## src/gbm_pkg.sv

```systemverilog
// Constants, field layout and types shared by the peripheral bus master
package gbm_pkg;
   // Slave bus geometry
   localparam int GBM_SLAVES = 4;
   localparam int GBM_DATA_W = 8;
   localparam int GBM_REG_W = 3;
   localparam int GBM_ID_W = 2;
   localparam int GBM_WORD_W = 32;
   localparam int GBM_CNT_W = 6;
   // Selectable strobe width and recovery, in system clocks
   localparam logic [5:0] GBM_CLKS_SEL0 = 6'h03;
   localparam logic [5:0] GBM_CLKS_SEL1 = 6'h04;
   localparam logic [5:0] GBM_CLKS_SEL2 = 6'h0c;
   localparam logic [5:0] GBM_CLKS_SEL3 = 6'h0f;
   // Longest strobe, wait states included, and the count step
   localparam logic [5:0] GBM_ABORT_CLKS = 6'h20;
   localparam logic [5:0] GBM_CNT_ONE = 6'h01;
   // Slave mailbox field positions
   localparam int GBM_MB_BYTE_LSB = 0;
   localparam int GBM_MB_REG_LSB = 8;
   localparam int GBM_MB_ID_LSB = 12;
   localparam int GBM_MB_DIR_BIT = 16;
   localparam int GBM_MB_PEND_BIT = 24;
   localparam int GBM_MB_TO_BIT = 25;
   // Reset values and the index of a word's last byte
   localparam logic [3:0] GBM_CS_IDLE = 4'hf;
   localparam logic [7:0] GBM_BYTE_RST = 8'h00;
   localparam logic [1:0] GBM_LAST_BYTE = 2'h3;

   // Bus cycle sequencer states
   typedef enum logic [2:0] {
      GBM_IDLE = 3'b000,
      GBM_SETUP = 3'b001,
      GBM_STROBE = 3'b010,
      GBM_HOLD = 3'b011,
      GBM_RECOV = 3'b100
   } gbm_state_t;

   // Decode a 2-bit timing selector into clocks
   function automatic logic [5:0] gbm_clks(input logic [1:0] sel);
      logic [5:0] r;
      r = GBM_CLKS_SEL0;
      unique case (sel)
         2'h0: r = GBM_CLKS_SEL0;
         2'h1: r = GBM_CLKS_SEL1;
         2'h2: r = GBM_CLKS_SEL2;
         2'h3: r = GBM_CLKS_SEL3;
      endcase
      return r;
   endfunction : gbm_clks
endpackage : gbm_pkg

```

## src/gbm_buf2.sv

```systemverilog
// Two-entry word buffer with valid and ready on both sides
`timescale 1ns/1ps
`default_nettype none
module gbm_buf2
   import gbm_pkg::*;
(
   // Clock and reset
   input wire logic sys_clk,
   input wire logic sys_rst,
   // Filling side
   input wire logic in_valid,
   output logic in_ready,
   input wire logic [GBM_WORD_W-1:0] in_data,
   // Draining side
   output logic out_valid,
   input wire logic out_ready,
   output logic [GBM_WORD_W-1:0] out_data
);
   typedef struct packed {
      logic [1:0][GBM_WORD_W-1:0] mem;
      logic wp;
      logic rp;
      logic [1:0] cnt;
      logic rdy;
   } gbm_buf_t;

   gbm_buf_t s_q, s_d;
   logic push, pop;

   // Handshakes on both sides
   assign push = in_valid && s_q.rdy;
   assign pop = out_ready && (s_q.cnt != 2'h0);

   // Next buffer state
   always_comb begin
      s_d = s_q;
      if (push) begin
         s_d.mem[s_q.wp] = in_data;
         s_d.wp = ~s_q.wp;
      end
      if (pop) begin
         s_d.rp = ~s_q.rp;
      end
      s_d.cnt = s_q.cnt + {1'b0, push} - {1'b0, pop};
      s_d.rdy = (s_d.cnt != 2'h2);
   end

   // State register
   always_ff @(posedge sys_clk or posedge sys_rst) begin
      if (sys_rst) begin
         s_q <= '0;
      end else begin
         s_q <= s_d;
      end
   end

   assign in_ready = s_q.rdy;
   assign out_valid = (s_q.cnt != 2'h0);
   assign out_data = s_q.mem[s_q.rp];
endmodule : gbm_buf2
`default_nettype wire

```

## src/gbm_master.sv

```systemverilog
// Peripheral byte bus master with code streaming and slave mailbox
//
// Contract
// - Each slave has its own strobe width and recovery setting.
// - Strobes stay inactive for the slave's recovery after each access.
// - Width and recovery count clocks, selectable as 3, 4, 12 or 15.
// - Code write starts only with data buffered, no mailbox, ready high.
// - Each code write sends one buffered byte to the stream target.
// - Code and mailbox cycles use the target slave's own timing.
// - Code words go out least significant byte first.
// - A pending mailbox runs after the current code write, before more.
// - Mailbox direction one means write to the slave.
// - Mailbox targets slave id 0..3 and register 0..7.
// - Mailbox completion clears the pending bit.
// - Mailbox write drives the low mailbox byte onto the bus.
// - Mailbox read captures the slave byte into the low mailbox byte.
// - Wait input is sampled only once the strobe width has elapsed.
// - Wait released and width elapsed: latch, release strobe, recover.
// - Wait states are honoured in code writes and mailbox cycles.
// - A strobe active for 32 clocks aborts the cycle.
// - Abort sets mailbox timeout and clears pending, or stream timeout.
// - Select and address lead strobe by one clock; select trails by one, address holds.
// - A host write covering the data byte sets pending.
// - Bus has 8 data, 3 address, 4 selects, two strobes, wait.
`timescale 1ns/1ps
`default_nettype none
module gbm_master
   import gbm_pkg::*;
(
   // Clock and reset
   input wire logic sys_clk,
   input wire logic sys_rst,
   // Slave mailbox register port
   input wire logic mbox_wr,
   input wire logic [3:0] mbox_be,
   input wire logic [GBM_WORD_W-1:0] mbox_wdata,
   output logic [GBM_WORD_W-1:0] mbox_rdata,
   // Per-slave timing selectors, two bits per slave
   input wire logic [2*GBM_SLAVES-1:0] strobe_width,
   input wire logic [2*GBM_SLAVES-1:0] strobe_recovery,
   // Code stream target and words
   input wire logic [GBM_ID_W-1:0] stream_target_id,
   input wire logic [GBM_REG_W-1:0] stream_target_reg,
   input wire logic code_valid,
   output logic code_ready,
   input wire logic [GBM_WORD_W-1:0] code_word,
   output logic stream_timeout,
   input wire logic stream_timeout_clr,
   // Peripheral byte bus
   output logic [GBM_SLAVES-1:0] slave_select_n,
   output logic [GBM_REG_W-1:0] slave_reg_addr,
   output logic read_strobe_n,
   output logic write_strobe_n,
   input wire logic [GBM_DATA_W-1:0] slave_data_i,
   output logic [GBM_DATA_W-1:0] slave_data_o,
   output logic slave_data_oe,
   input wire logic slave_wait_n,
   input wire logic slave_ready_in
);
   typedef struct packed {
      gbm_state_t st;
      logic [GBM_CNT_W-1:0] cnt;
      logic is_mbox;
      logic is_rd;
      logic [GBM_ID_W-1:0] sel;
      logic [1:0] byte_idx;
      logic [GBM_DATA_W-1:0] mb_byte;
      logic [GBM_REG_W-1:0] mb_reg;
      logic [GBM_ID_W-1:0] mb_id;
      logic mb_dir;
      logic mb_pend;
      logic mb_to;
      logic str_to;
      logic [1:0] wait_sy;
      logic [1:0] rdy_sy;
      logic [1:0][GBM_DATA_W-1:0] dat_sy;
      logic [GBM_SLAVES-1:0] cs_n;
      logic [GBM_REG_W-1:0] addr;
      logic rd_n;
      logic wr_n;
      logic [GBM_DATA_W-1:0] dout;
      logic doe;
      logic [GBM_WORD_W-1:0] rdata;
   } gbm_master_t;

   gbm_master_t s_q, s_d;
   logic buf_valid, buf_pop;
   logic [GBM_WORD_W-1:0] buf_word;
   logic [GBM_CNT_W-1:0] width_clks, rec_clks;
   logic [GBM_DATA_W-1:0] code_byte;

   // Code words wait here; a stalled bus back-pressures the source
   gbm_buf2 u_code_buf (
      .sys_clk(sys_clk),
      .sys_rst(sys_rst),
      .in_valid(code_valid),
      .in_ready(code_ready),
      .in_data(code_word),
      .out_valid(buf_valid),
      .out_ready(buf_pop),
      .out_data(buf_word)
   );

   // Timing of the slave now addressed
   assign width_clks = gbm_clks(strobe_width[2*s_q.sel +: 2]);
   assign rec_clks = gbm_clks(strobe_recovery[2*s_q.sel +: 2]);
   assign code_byte = buf_word[GBM_DATA_W*s_q.byte_idx +: GBM_DATA_W];
   // Last byte of a word leaves the buffer when its cycle ends
   assign buf_pop = (s_q.st == GBM_HOLD) && !s_q.is_mbox &&
                    (s_q.byte_idx == GBM_LAST_BYTE);

   // Next state of the whole master
   always_comb begin
      s_d = s_q;
      // Pins pass two flops before use
      s_d.wait_sy = {s_q.wait_sy[0], slave_wait_n};
      s_d.rdy_sy = {s_q.rdy_sy[0], slave_ready_in};
      s_d.dat_sy = {s_q.dat_sy[0], slave_data_i};
      unique case (s_q.st)
         GBM_IDLE: begin
            if (s_q.mb_pend) begin
               s_d.is_mbox = 1'b1;
               s_d.is_rd = !s_q.mb_dir;
               s_d.sel = s_q.mb_id;
               s_d.addr = s_q.mb_reg;
               s_d.dout = s_q.mb_byte;
               s_d.doe = s_q.mb_dir;
               s_d.cs_n = ~(4'h1 << s_q.mb_id);
               s_d.st = GBM_SETUP;
            end else if (buf_valid && s_q.rdy_sy[1]) begin
               s_d.is_mbox = 1'b0;
               s_d.is_rd = 1'b0;
               s_d.sel = stream_target_id;
               s_d.addr = stream_target_reg;
               s_d.dout = code_byte;
               s_d.doe = 1'b1;
               s_d.cs_n = ~(4'h1 << stream_target_id);
               s_d.st = GBM_SETUP;
            end
         end
         GBM_SETUP: begin
            // Strobe one clock after select and address
            s_d.rd_n = !s_q.is_rd;
            s_d.wr_n = s_q.is_rd;
            s_d.cnt = GBM_CNT_ONE;
            s_d.st = GBM_STROBE;
         end
         GBM_STROBE: begin
            if (s_q.cnt == GBM_ABORT_CLKS) begin
               s_d.rd_n = 1'b1;
               s_d.wr_n = 1'b1;
               s_d.st = GBM_HOLD;
               if (s_q.is_mbox) begin
                  s_d.mb_to = 1'b1;
                  s_d.mb_pend = 1'b0;
               end else begin
                  s_d.str_to = 1'b1;
               end
            end else if (s_q.cnt >= width_clks && s_q.wait_sy[1]) begin
               // Wait released and width met: end the strobe
               s_d.rd_n = 1'b1;
               s_d.wr_n = 1'b1;
               s_d.st = GBM_HOLD;
               if (s_q.is_mbox) begin
                  s_d.mb_pend = 1'b0;
                  if (s_q.is_rd) begin
                     s_d.mb_byte = s_q.dat_sy[1];
                  end
               end
            end else begin
               s_d.cnt = s_q.cnt + GBM_CNT_ONE;
            end
         end
         GBM_HOLD: begin
            // Release select and data drive one clock after the strobe; address holds
            s_d.cs_n = GBM_CS_IDLE;
            s_d.doe = 1'b0;
            s_d.cnt = GBM_CNT_ONE;
            if (!s_q.is_mbox) begin
               s_d.byte_idx = s_q.byte_idx + 2'h1;
            end
            s_d.st = GBM_RECOV;
         end
         GBM_RECOV: begin
            if (s_q.cnt >= rec_clks) begin
               s_d.st = GBM_IDLE;
            end else begin
               s_d.cnt = s_q.cnt + GBM_CNT_ONE;
            end
         end
         default: begin
            s_d.st = GBM_IDLE;
         end
      endcase
      // Host side of the stream timeout; a new timeout wins
      if (stream_timeout_clr && !(s_d.str_to && !s_q.str_to)) begin
         s_d.str_to = 1'b0;
      end
      // Host mailbox writes; the set of pending wins over completion
      if (mbox_wr) begin
         if (mbox_be[0]) begin
            s_d.mb_byte = mbox_wdata[GBM_MB_BYTE_LSB +: GBM_DATA_W];
            s_d.mb_pend = 1'b1;
            s_d.mb_to = s_d.mb_to && !s_q.mb_to; // New abort wins
         end
         if (mbox_be[1]) begin
            s_d.mb_reg = mbox_wdata[GBM_MB_REG_LSB +: GBM_REG_W];
            s_d.mb_id = mbox_wdata[GBM_MB_ID_LSB +: GBM_ID_W];
         end
         if (mbox_be[2]) begin
            s_d.mb_dir = mbox_wdata[GBM_MB_DIR_BIT];
         end
      end
      // Readback image of the mailbox
      s_d.rdata = '0;
      s_d.rdata[GBM_MB_BYTE_LSB +: GBM_DATA_W] = s_d.mb_byte;
      s_d.rdata[GBM_MB_REG_LSB +: GBM_REG_W] = s_d.mb_reg;
      s_d.rdata[GBM_MB_ID_LSB +: GBM_ID_W] = s_d.mb_id;
      s_d.rdata[GBM_MB_DIR_BIT] = s_d.mb_dir;
      s_d.rdata[GBM_MB_PEND_BIT] = s_d.mb_pend;
      s_d.rdata[GBM_MB_TO_BIT] = s_d.mb_to;
   end

   // State register
   always_ff @(posedge sys_clk or posedge sys_rst) begin
      if (sys_rst) begin
         s_q <= '0;
         s_q.st <= GBM_IDLE;
         s_q.cs_n <= GBM_CS_IDLE;
         s_q.rd_n <= 1'b1;
         s_q.wr_n <= 1'b1;
         s_q.wait_sy <= 2'h3;
         s_q.dout <= GBM_BYTE_RST;
      end else begin
         s_q <= s_d;
      end
   end

   // Outputs straight from the state register
   assign slave_select_n = s_q.cs_n;
   assign slave_reg_addr = s_q.addr;
   assign read_strobe_n = s_q.rd_n;
   assign write_strobe_n = s_q.wr_n;
   assign slave_data_o = s_q.dout;
   assign slave_data_oe = s_q.doe;
   assign mbox_rdata = s_q.rdata;
   assign stream_timeout = s_q.str_to;

   // Checks on the bus sequence
   logic strobe_idle;
   assign strobe_idle = s_q.rd_n && s_q.wr_n;

   property p_cs_leads;
      @(posedge sys_clk) disable iff (sys_rst)
      $fell(strobe_idle) |-> $past(s_q.cs_n) == s_q.cs_n &&
         $past(s_q.cs_n, 2) == GBM_CS_IDLE;
   endproperty
   a_cs_leads: assert property (p_cs_leads)
      else $error("strobe not one clock after select");

   property p_cs_trails;
      @(posedge sys_clk) disable iff (sys_rst)
      $rose(strobe_idle) |-> s_q.cs_n != GBM_CS_IDLE ##1
         s_q.cs_n == GBM_CS_IDLE;
   endproperty
   a_cs_trails: assert property (p_cs_trails)
      else $error("select not released one clock after strobe");

   property p_one_select;
      @(posedge sys_clk) disable iff (sys_rst)
      s_q.cs_n != GBM_CS_IDLE |-> $onehot(~s_q.cs_n);
   endproperty
   a_one_select: assert property (p_one_select)
      else $error("more than one select active");

   property p_abort;
      @(posedge sys_clk) disable iff (sys_rst)
      s_q.st == GBM_STROBE |-> s_q.cnt <= GBM_ABORT_CLKS;
   endproperty
   a_abort: assert property (p_abort)
      else $error("strobe held past abort limit");

   property p_width;
      @(posedge sys_clk) disable iff (sys_rst)
      $rose(strobe_idle) |-> $past(s_q.cnt) >= width_clks;
   endproperty
   a_width: assert property (p_width)
      else $error("strobe shorter than configured width");

   property p_recov;
      @(posedge sys_clk) disable iff (sys_rst)
      (s_q.st == GBM_RECOV && s_q.cnt < rec_clks) |=> s_q.st == GBM_RECOV;
   endproperty
   a_recov: assert property (p_recov)
      else $error("recovery cut short");

   property p_pend_set;
      @(posedge sys_clk) disable iff (sys_rst)
      (mbox_wr && mbox_be[0]) |=> s_q.mb_pend ##1 s_q.rdata[GBM_MB_PEND_BIT];
   endproperty
   a_pend_set: assert property (p_pend_set)
      else $error("pending not set by data byte write");

   property p_mbox_first;
      @(posedge sys_clk) disable iff (sys_rst)
      (s_q.st == GBM_IDLE && s_q.mb_pend) |=>
         s_q.st == GBM_SETUP && s_q.is_mbox;
   endproperty
   a_mbox_first: assert property (p_mbox_first)
      else $error("mailbox request not served first");

   property p_mbox_data;
      @(posedge sys_clk) disable iff (sys_rst)
      (s_q.st == GBM_STROBE && s_q.is_mbox && !s_q.is_rd) |->
         s_q.doe && !s_q.wr_n && s_q.rd_n;
   endproperty
   a_mbox_data: assert property (p_mbox_data)
      else $error("mailbox write not driving bus");

   property p_done_clears;
      @(posedge sys_clk) disable iff (sys_rst)
      ($rose(strobe_idle) && s_q.is_mbox && !$past(mbox_wr)) |->
         !s_q.mb_pend;
   endproperty
   a_done_clears: assert property (p_done_clears)
      else $error("pending not cleared at completion");

   c_code_write: cover property (@(posedge sys_clk) disable iff (sys_rst)
      $rose(strobe_idle) && !s_q.is_mbox);
   c_mbox_read: cover property (@(posedge sys_clk) disable iff (sys_rst)
      $rose(strobe_idle) && s_q.is_mbox && s_q.is_rd);
   c_abort: cover property (@(posedge sys_clk) disable iff (sys_rst)
      s_q.st == GBM_STROBE && s_q.cnt == GBM_ABORT_CLKS);
endmodule : gbm_master
`default_nettype wire

```

## config.mk

```make
export PLATFORM = sky130hd
export DESIGN_NAME = gbm_master
export DESIGN_NICKNAME = d
export VERILOG_FILES = /design/src/gbm_pkg.sv /design/src/gbm_buf2.sv /design/src/gbm_master.sv
export SDC_FILE = /design/constraint.sdc
export NUM_CORES = 1
export LEC_CHECK = 0
export BUFFER_PORTS_ARGS = -buffer_cell sky130_fd_sc_hd__buf_2
export CAP_MARGIN = 20
export CELL_PAD_IN_SITES_DETAIL_PLACEMENT = 0
export CELL_PAD_IN_SITES_GLOBAL_PLACEMENT = 2
export CORE_MARGIN = 3
export CORE_UTILIZATION = 38
export CTS_BUF_LIST = sky130_fd_sc_hd__clkbuf_16
export CTS_CLUSTER_DIAMETER = 80
export CTS_CLUSTER_SIZE = 10
export DETAILED_ROUTE_END_ITERATION = 10
export PLACE_DENSITY_LB_ADDON = 0.1
export RECOVER_POWER = 100
export SLEW_MARGIN = 15
export SYNTH_ARGS = -nofsm -noshare
export SYNTH_HDL_FRONTEND = slang
export SYNTH_SLANG_ARGS = --single-unit
```

## constraint.sdc

```tcl
create_clock -name sys_clk -period 10.65 [get_ports sys_clk]
set_input_delay 0.5325 -clock sys_clk [delete_from_list [all_inputs] [get_ports sys_clk]]
set_output_delay 0.5325 -clock sys_clk [all_outputs]
set_load 0.05 [all_outputs]
```

==> results of run 1 <==
==> metal layers <==
metal	vias up	GRT usage, %	wire length (um)
met2	110	25.44	7272
li1	2047	-	-
met1	2141	19.38	6344
met5	-	0	7
met4	2	4.634	142
met3	13	5.276	883
==> state kept, by name, summed over array words and instances (netlist names) <==
name	cells
slave_data_o	8
s_q	35
slave_reg_addr	3
u_code_buf.in_ready	1
slave_select_n	4
read_strobe_n	1
s_d	10
slave_data_oe	1
mbox_rdata	6
u_code_buf.s_q	68
write_strobe_n	1
stream_timeout	1
==> power breakdown <==
part | switching, mW | total [mW] | internal (mW)
Sequential | 0.164 | 0.912 | 0.747
Combinational | 0.553 | 0.975 | 0.422
Clock | 0.245 | 0.575 | 0.330
==> how the worst max path moves through the flow <==
stage,start,end,slack [ns]
after global placement,strobe_width[6],s_q[93]$_DFFE_PP0P_,7.33
after floorplan,sys_rst,mbox_rdata[10]$_DFFE_PP0P_,6.41
after CTS,s_q[89]$_DFFE_PP0P_,s_q[94]$_DFFE_PP0P_,7.37
final,sys_rst,s_q[76]$_DFFE_PP0P_,5.23
after detailed placement,strobe_width[6],s_q[93]$_DFFE_PP0P_,7.32
after global routing,sys_rst,u_code_buf.s_q[2]$_DFF_PP0_,3.96
==> cells in the mapped netlist, drive strengths merged <==
cell    number  area, um^2
dfrtp      131        3278
nor2        17       63.81
a32o         2       20.02
mux4        20       450.4
mux2i       18       180.2
ha          19       237.7
and2         1       6.260
a211oi       1       12.51
nand3b       1       7.510
o22a         2       17.52
a21oi        5       25.02
inv         17       63.81
nand2       44       165.2
o211ai       4       30.03
o31ai        1       7.510
nor4b        1       8.760
nand3       16       80.08
buf         61       420.4
xnor2        2       17.52
nand2b      12       75.07
nor2b        3       18.77
or4          1       7.510
clkbuf      13       48.80
a31oi        8       50.05
nand4b       1       8.760
a221oi       1       8.760
or4b         1       10.01
nand4        2       12.51
o32ai        1       8.760
and3         2       12.51
xor2         3       26.28
mux2        71       799.5
dfstp        8       210.2
conb         1       3.750
a21o         1       7.510
a211o        1       8.760
o22ai        4       31.28
o21a         2       15.01
nor3         6       35.03
o21ai       38       190.2
o311ai       3       26.28
==> worst max-delay path, stage by stage <==
cell        delay, ns
buf_2            0.10
clkinvlp_2       1.79
clkbuf_1         2.58
==> logic make-up (layout without fill, tap and decap cells) <==
logic type,count (synthesis),after routing,share of synthesized area (%)
flip-flops,139,139,52.01
multiplexers,109,109,21.32
AND/OR/NAND/NOR,108,108,7.629
buffers and inverters,91,175,7.946
AO/OA/AOI/OAI,74,74,6.846
adder cells (fa/ha/maj),19,19,3.544
XOR/XNOR,5,5,0.6530
other,1,16,0.05591
==> per-stage QoR <==
step / utilization, % / setup WS [ns] / area [um^2]
global placement: 42.55 / 7.329 / 7206
CTS: 46.09 / 7.373 / 7806
global route: 45.66 / 3.960 / 7732
floorplan: - / 6.406 / 6764
detailed placement: 42.63 / 7.323 / 7221
finish: 45.66 / 5.230 / 7732
==> cell type report <==
cell class / instances / area (um^2)
Clock buffer: 17 / 425.4
Clock inverter: 15 / 160.2
Fill cell: 1629 / 9204
Inverter: 17 / 65.06
Multi-Input combinational cell: 331 / 2738
Sequential cell: 139 / 3488
Tap cell: 220 / 275.3
Timing Repair Buffer: 126 / 580.6
==> flow_metrics.env, run 1 <==
export IMPL_finalCritPeriodShare_pct=50.89
export IMPL_cts_tree="built"
export IMPL_post_route_min_period_ns=5.420
export IMPL_routed_via_count=4313
export IMPL_worstReg2RegStart="s_q[89]$_DFFE_PP0P_"
export IMPL_ys_seq_elements=139
export IMPL_antenna_violations_before_repair=1
export IMPL_clock_latency_ns=0.42
export IMPL_grt_first_pass_wirelength_mm=23.57
export IMPL_grt_max_degree=76
export IMPL_clk_path_buf_depth=2
export IMPL_tightestPinTransition_ns=3.532
export IMPL_gp_congestion=0.7805
export IMPL_globalRouteTotalUtil_pct=15.45
export IMPL_fp_row_count=47
export IMPL_report_final_slew_viol_count=208
export IMPL_worst_slew_margin_relative_to_its_limit_pct=-135.5
export IMPL_outcome="finished with violations"
export IMPL_flow_area_growth_from_synthesis_pct=15.28
export IMPL_die_outline_height_um=138.9
export IMPL_synth_seq_area_share_pct=52.01
export IMPL_ys_types=48
export IMPL_cts_num_sinks=139
export IMPL_floorplan_die_area_um2=19280
export IMPL_post_route_cells_drive_above_1_share_pct=33.64
export IMPL_finalNonFillerCells=865
export IMPL_crit_path_start_kind="input pin"
export IMPL_hold_path_depth=1
export IMPL_nets=755
export IMPL_p_leak_nw=3.446
export IMPL_core_box_area_um2=16940
export IMPL_routed_wirelength_mm=14.65
export IMPL_holdCritStartpoint="slave_wait_n"
export IMPL_postCtsSetupRepairBufs=0
export IMPL_horizontal_die_dimension_um=138.9
export IMPL_layout_cells_most_common="dfrtp_1"
export IMPL_worstHoldEndpoint="s_d[69]$_DFF_PP1_"
export IMPL_boundaryPins=156
export IMPL_drt_iter0_drc=180
export IMPL_initial_utilization_pct=39.61
export IMPL_power_density_nw_per_um2=318.4
export IMPL_setup_viol=0
export IMPL_clk_pin_slew_worst_paths_ns=0.06
export IMPL_worst_ep_arrival_ns=5.14
export IMPL_hp_class="in -> reg"
export IMPL_timing_fmax_mhz=184.5
export IMPL_final_cell_mix="dfrtp_1, buf_2, mux2_2"
export IMPL_routed_wire_length_per_instance_um=16.94
export IMPL_timing_reg2reg_setup_slack_ns=7.34
export IMPL_route_antenna_remaining_nets=0
export IMPL_detail_route_drc_violations=0
export IMPL_detail_route_first_pass_iterations=4
export IMPL_grt_overflow_total=0
export IMPL_post_cts_resized_instances=0
export IMPL_cts_hold_buffers=0
export IMPL_antennaDiodeCount=0
export IMPL_vdd_drop_max_uv=164.9
export IMPL_yosys_warnings=0
export IMPL_cts_buffer_count=17
export IMPL_terminus_of_the_critical_flop_to_flop_path="s_q[95]$_DFFE_PP0P_"
export IMPL_detailed_place_hpwl_mm=10.36
export IMPL_worst_path_max_fanout=75
export IMPL_post_synthesis_instance_area_um2=6708
export IMPL_violations="max-capacitance violations, max-slew violations"
export IMPL_root_buffer="clkbuf_16"
export IMPL_syn_mean_instance_area_um2=12.29
export IMPL_dp_cells=832
export IMPL_vias_in_the_first_global_route=4380
export IMPL_path_class="in -> async"
export IMPL_rsz0062_at_grt="no"
export IMPL_routed_via_density=4.986
export IMPL_fin_setup_tns_ns=0
export IMPL_maximum_capacitance_violations=4
export IMPL_worst_endpoint_required_ns=10.37
export IMPL_worst_clock_skew_ns=0.007751
export IMPL_cts_max_level=4
export IMPL_design_power_total_mw=2.462
export IMPL_worst_setup_path_end_kind="async pin"
export IMPL_r2r_cells=10
export IMPL_report_final_hold_viol_count=0
export IMPL_io_buffers=120
export IMPL_synth_cells=546
export IMPL_fin_hold_ws_ns=0.2129
Power figures use the tool's default switching activity.
==> inputs of run 2 (changes only) <==
--- a/config.mk
+++ b/config.mk
@@ -5,12 +5,13 @@
 export SDC_FILE = /design/constraint.sdc
 export NUM_CORES = 1
 export LEC_CHECK = 0
+export ABC_AREA = 1
 export BUFFER_PORTS_ARGS = -buffer_cell sky130_fd_sc_hd__buf_2
 export CAP_MARGIN = 20
 export CELL_PAD_IN_SITES_DETAIL_PLACEMENT = 0
 export CELL_PAD_IN_SITES_GLOBAL_PLACEMENT = 2
 export CORE_MARGIN = 3
-export CORE_UTILIZATION = 38
+export CORE_UTILIZATION = 32
 export CTS_BUF_LIST = sky130_fd_sc_hd__clkbuf_16
 export CTS_CLUSTER_DIAMETER = 80
 export CTS_CLUSTER_SIZE = 10
==> constraint.sdc (replaced) <==
create_clock -name sys_clk -period 5.32 [get_ports sys_clk]
set_input_delay 0.266 -clock sys_clk [delete_from_list [all_inputs] [get_ports sys_clk]]
set_output_delay 0.266 -clock sys_clk [all_outputs]
set_load 0.05 [all_outputs]
==> flow_metrics.env, run 2 <==
export IMPL_ys_types=43
export IMPL_antenna_violations_before_repair=0
export IMPL_grt_overflow_total=0
export IMPL_gp_congestion=0.7790
export IMPL_routed_via_count=5497
export IMPL_post_route_min_period_ns=3.391
export IMPL_cp_top_family="simple AND/OR/NAND/NOR gates"
export IMPL_p_clk_share_pct=22.3
export IMPL_worst_endpoint_required_ns=5.64
export IMPL_postSynth_asyncResetShare_pct=100.0
export IMPL_power_report_internal_total_mw=2.786
export IMPL_cts_num_sinks=139
export IMPL_postCtsSetupRepairBufs=0
export IMPL_final_cell_area_um2=8001
export IMPL_power_density_nw_per_um2=622.5
export IMPL_synth_cells=800
export IMPL_hp_class="in -> reg"
export IMPL_yosys_warnings=0
export IMPL_report_final_slew_viol_count=224
export IMPL_ys_seq_elements=139
export IMPL_finalCritPeriodShare_pct=63.74
export IMPL_routed_wire_length_per_instance_um=15.35
export IMPL_slowest_stage="dfrtp_1"
export IMPL_synthMostInstantiatedCell="nand2_1"
export IMPL_final_fill_count=2228
export IMPL_clk_pin_slew_worst_paths_ns=0.06
export IMPL_antennaDiodeCount=0
export IMPL_fin_setup_tns_ns=0
export IMPL_number_of_flip_flops_under_the_largest_register_name=68
export IMPL_globalRouteTotalUtil_pct=15.51
export IMPL_worst_ep_arrival_ns=3.71
export IMPL_terminus_of_the_critical_flop_to_flop_path="s_q[97]$_DFFE_PP0P_"
export IMPL_timing_reg2reg_setup_slack_ns=1.93
export IMPL_routed_via_density=4.670
export IMPL_worstReg2RegStart="s_q[89]$_DFFE_PP0P_"
export IMPL_setup_viol=0
export IMPL_timing_fmax_mhz=294.9
export IMPL_clk_path_buf_depth=2
export IMPL_finalNonFillerCells=1177
export IMPL_worst_slew_margin_relative_to_its_limit_pct=-136.4
export IMPL_post_synth_top_area_fraction_pct=47.25
export IMPL_route_antenna_remaining_nets=0
export IMPL_critical_path_top_cell_by_count="nand2_1"
export IMPL_report_final_hold_viol_count=0
export IMPL_core_box_area_um2=21150
export IMPL_cell_count_along_the_critical_path=16
export IMPL_top_sig_layer="met4"
export IMPL_placement_cell_area_um2=7455
export IMPL_netSwitchingPower_mw=2.195
export IMPL_violations="max-capacitance violations, max-slew violations"
export IMPL_grt_first_pass_wirelength_mm=29.26
export IMPL_grt_max_degree=93
export IMPL_route_layer_met1_wl_mm=8.028
export IMPL_detail_route_drc_violations=0
export IMPL_syn_mean_instance_area_um2=8.672
export IMPL_worst_clock_skew_ns=0.006957
export IMPL_detailed_place_hpwl_mm=12.22
export IMPL_pwr_share_seq_pct=35.3
export IMPL_root_buffer="clkbuf_16"
export IMPL_synth_flop_cell="dfrtp_1"
export IMPL_fp_row_count=53
export IMPL_synth_edf_count=0
export IMPL_register_area_um2=3488
export IMPL_layout_cells_most_common="nand2_1"
export IMPL_clock_latency_ns=0.42
export IMPL_worst_path_max_fanout=12
export IMPL_die_outline_height_um=153.2
export IMPL_post_route_cells_drive_above_1_share_pct=16.96
export IMPL_tightestPinTransition_ns=3.546
export IMPL_final_cell_mix="nand2_1, dfrtp_1, o21ai_0"
export IMPL_cts_max_level=4
export IMPL_dp_cells=1134
export IMPL_startpoint="s_q[89]$_DFFE_PP0P_"
export IMPL_nets=1013
export IMPL_critical_path_max_stage_delay_ns=0.46
export IMPL_critical_path_buf_inv_count=4
export IMPL_post_synthesis_instance_area_um2=6938
export IMPL_path_class="reg -> reg"
export IMPL_detail_route_first_pass_iterations=4
export IMPL_cts_tree="built"
export IMPL_synth_top_cells_by_count="nand2_1, dfrtp_1, o21ai_0"
export IMPL_post_synth_main_area_contributors="dfrtp_1, nand2_1, o21ai_0, buf_4, inv_1"
export IMPL_routed_wl_met3_um=820
export IMPL_top_register="u_code_buf.s_q"
export IMPL_outcome="finished with violations"
export IMPL_io_buffers=120
export IMPL_chain_of_cells_forming_the_critical_path="clkinv_1 > nand2_1 > a32oi_1 > inv_1 > ha_1 > inv_1 > ha_1 > inv_1 > nand2_1 > nand2_1 > nand2_1 > nand2_2 > nand2_1 > nand3_1 > nand3_1 > o21ai_0"
export IMPL_floorplan_die_area_um2=23480
export IMPL_vdd_drop_max_uv=244.9
export IMPL_worst_setup_path_end_kind="flip-flop"
export IMPL_wl_met2_mm=9.023
export IMPL_maximum_capacitance_violations=3
export IMPL_flow_area_growth_from_synthesis_pct=15.33
export IMPL_destination_of_the_critical_timing_path="s_q[97]$_DFFE_PP0P_"
export IMPL_drt_iter0_drc=223
export IMPL_synth_area_leader="dfrtp_1"
export IMPL_proportion_of_total_power_due_to_net_switching_pct=44.06
export IMPL_initial_utilization_pct=32.80
export IMPL_combinationalPowerShare_pct=42.4
export IMPL_synth_seq_area_share_pct=50.28
export IMPL_multiInputGateArea_um2=2628
export IMPL_routed_wirelength_mm=18.07
export IMPL_vias_in_the_first_global_route=5668
export IMPL_crit_path_start_kind="flip-flop"
export IMPL_rsz0062_at_grt="no"
export IMPL_boundaryPins=156
export IMPL_cts_buffer_count=17
export IMPL_p_leak_nw=4.002
export IMPL_r2r_cells=16
export IMPL_horizontal_die_dimension_um=153.2
## run 2: per-layer routing
layer	track usage (%)	vias to the layer above
met2	26.88	121
met1	19.53	2646
met4	4.115	0
met5	0	-
li1	-	2713
met3	3.539	17
## run 2: power groups by stage
stage,registers (mW),clock network [mW],logic [mW]
2_1_floorplan,1.71,0,1.82
3_3_place_gp,1.76,0,2.16
3_5_place_dp,1.77,0,2.19
4_1_cts,1.76,1.15,2.21
5_1_grt,1.82,1.20,2.41
6_report,1.76,1.11,2.11
## run 2: cells by family (layout without fill, tap and decap cells)
group | Yosys count | count (layout) | synth area share [%]
fa+ha+maj | 19 | 19 | 3.427
simple gates | 314 | 314 | 20.32
compound gates | 162 | 162 | 13.00
mux | 5 | 5 | 0.8115
other cells | 1 | 16 | 0.05405
xor+xnor | 4 | 4 | 0.5051
buf+inv | 156 | 243 | 11.60
flops | 139 | 139 | 50.28
## run 2: worst min-delay path by stage
| stage | from | to | slack (ns) | depth (start not counted) |
|---|---|---|---|---|
| finish | mbox_be[2] | mbox_rdata[16]$_DFFE_PP0P_ | 0.06 | 2 |
| global route | mbox_be[2] | mbox_rdata[16]$_DFFE_PP0P_ | 0.06 | 2 |
| CTS | mbox_be[2] | mbox_rdata[16]$_DFFE_PP0P_ | 0.04 | 2 |
| detailed placement | s_d[59]$_DFF_PP0_ | s_q[59]$_DFF_PP0_ | 0.33 | 0 |
| global placement | s_d[58]$_DFF_PP0_ | s_q[58]$_DFF_PP0_ | 0.34 | 0 |
| floorplan | slave_wait_n | s_d[69]$_DFF_PP1_ | 0.27 | 0 |
## run 2: repair_timing
item	4_1_cts	5_1_grt
hold buffers	11	0
resized for setup	0	0
endpoints found under the hold margin	11	0
## run 2: cell type report
type | instances | share of cell area [%]
Tap cell | 275 | 4.300
Sequential cell | 139 | 43.60
Timing Repair Buffer | 136 | 8.929
Clock inverter | 14 | 1.454
Clock buffer | 17 | 5.317
Inverter | 76 | 3.565
Multi-Input combinational cell | 520 | 32.84
## run 2: per-stage QoR
stage,power (mW),worst slack (ns),util [%],hold WS (ns)
finish,4.981,1.929,37.82,0.06050
global route,5.420,1.268,37.82,0.05672
CTS,5.116,2.275,38.32,0.04490
detailed placement,3.967,2.284,35.24,0.3347
global placement,3.926,2.328,35.24,0.3352
floorplan,3.533,1.343,-,0.2705
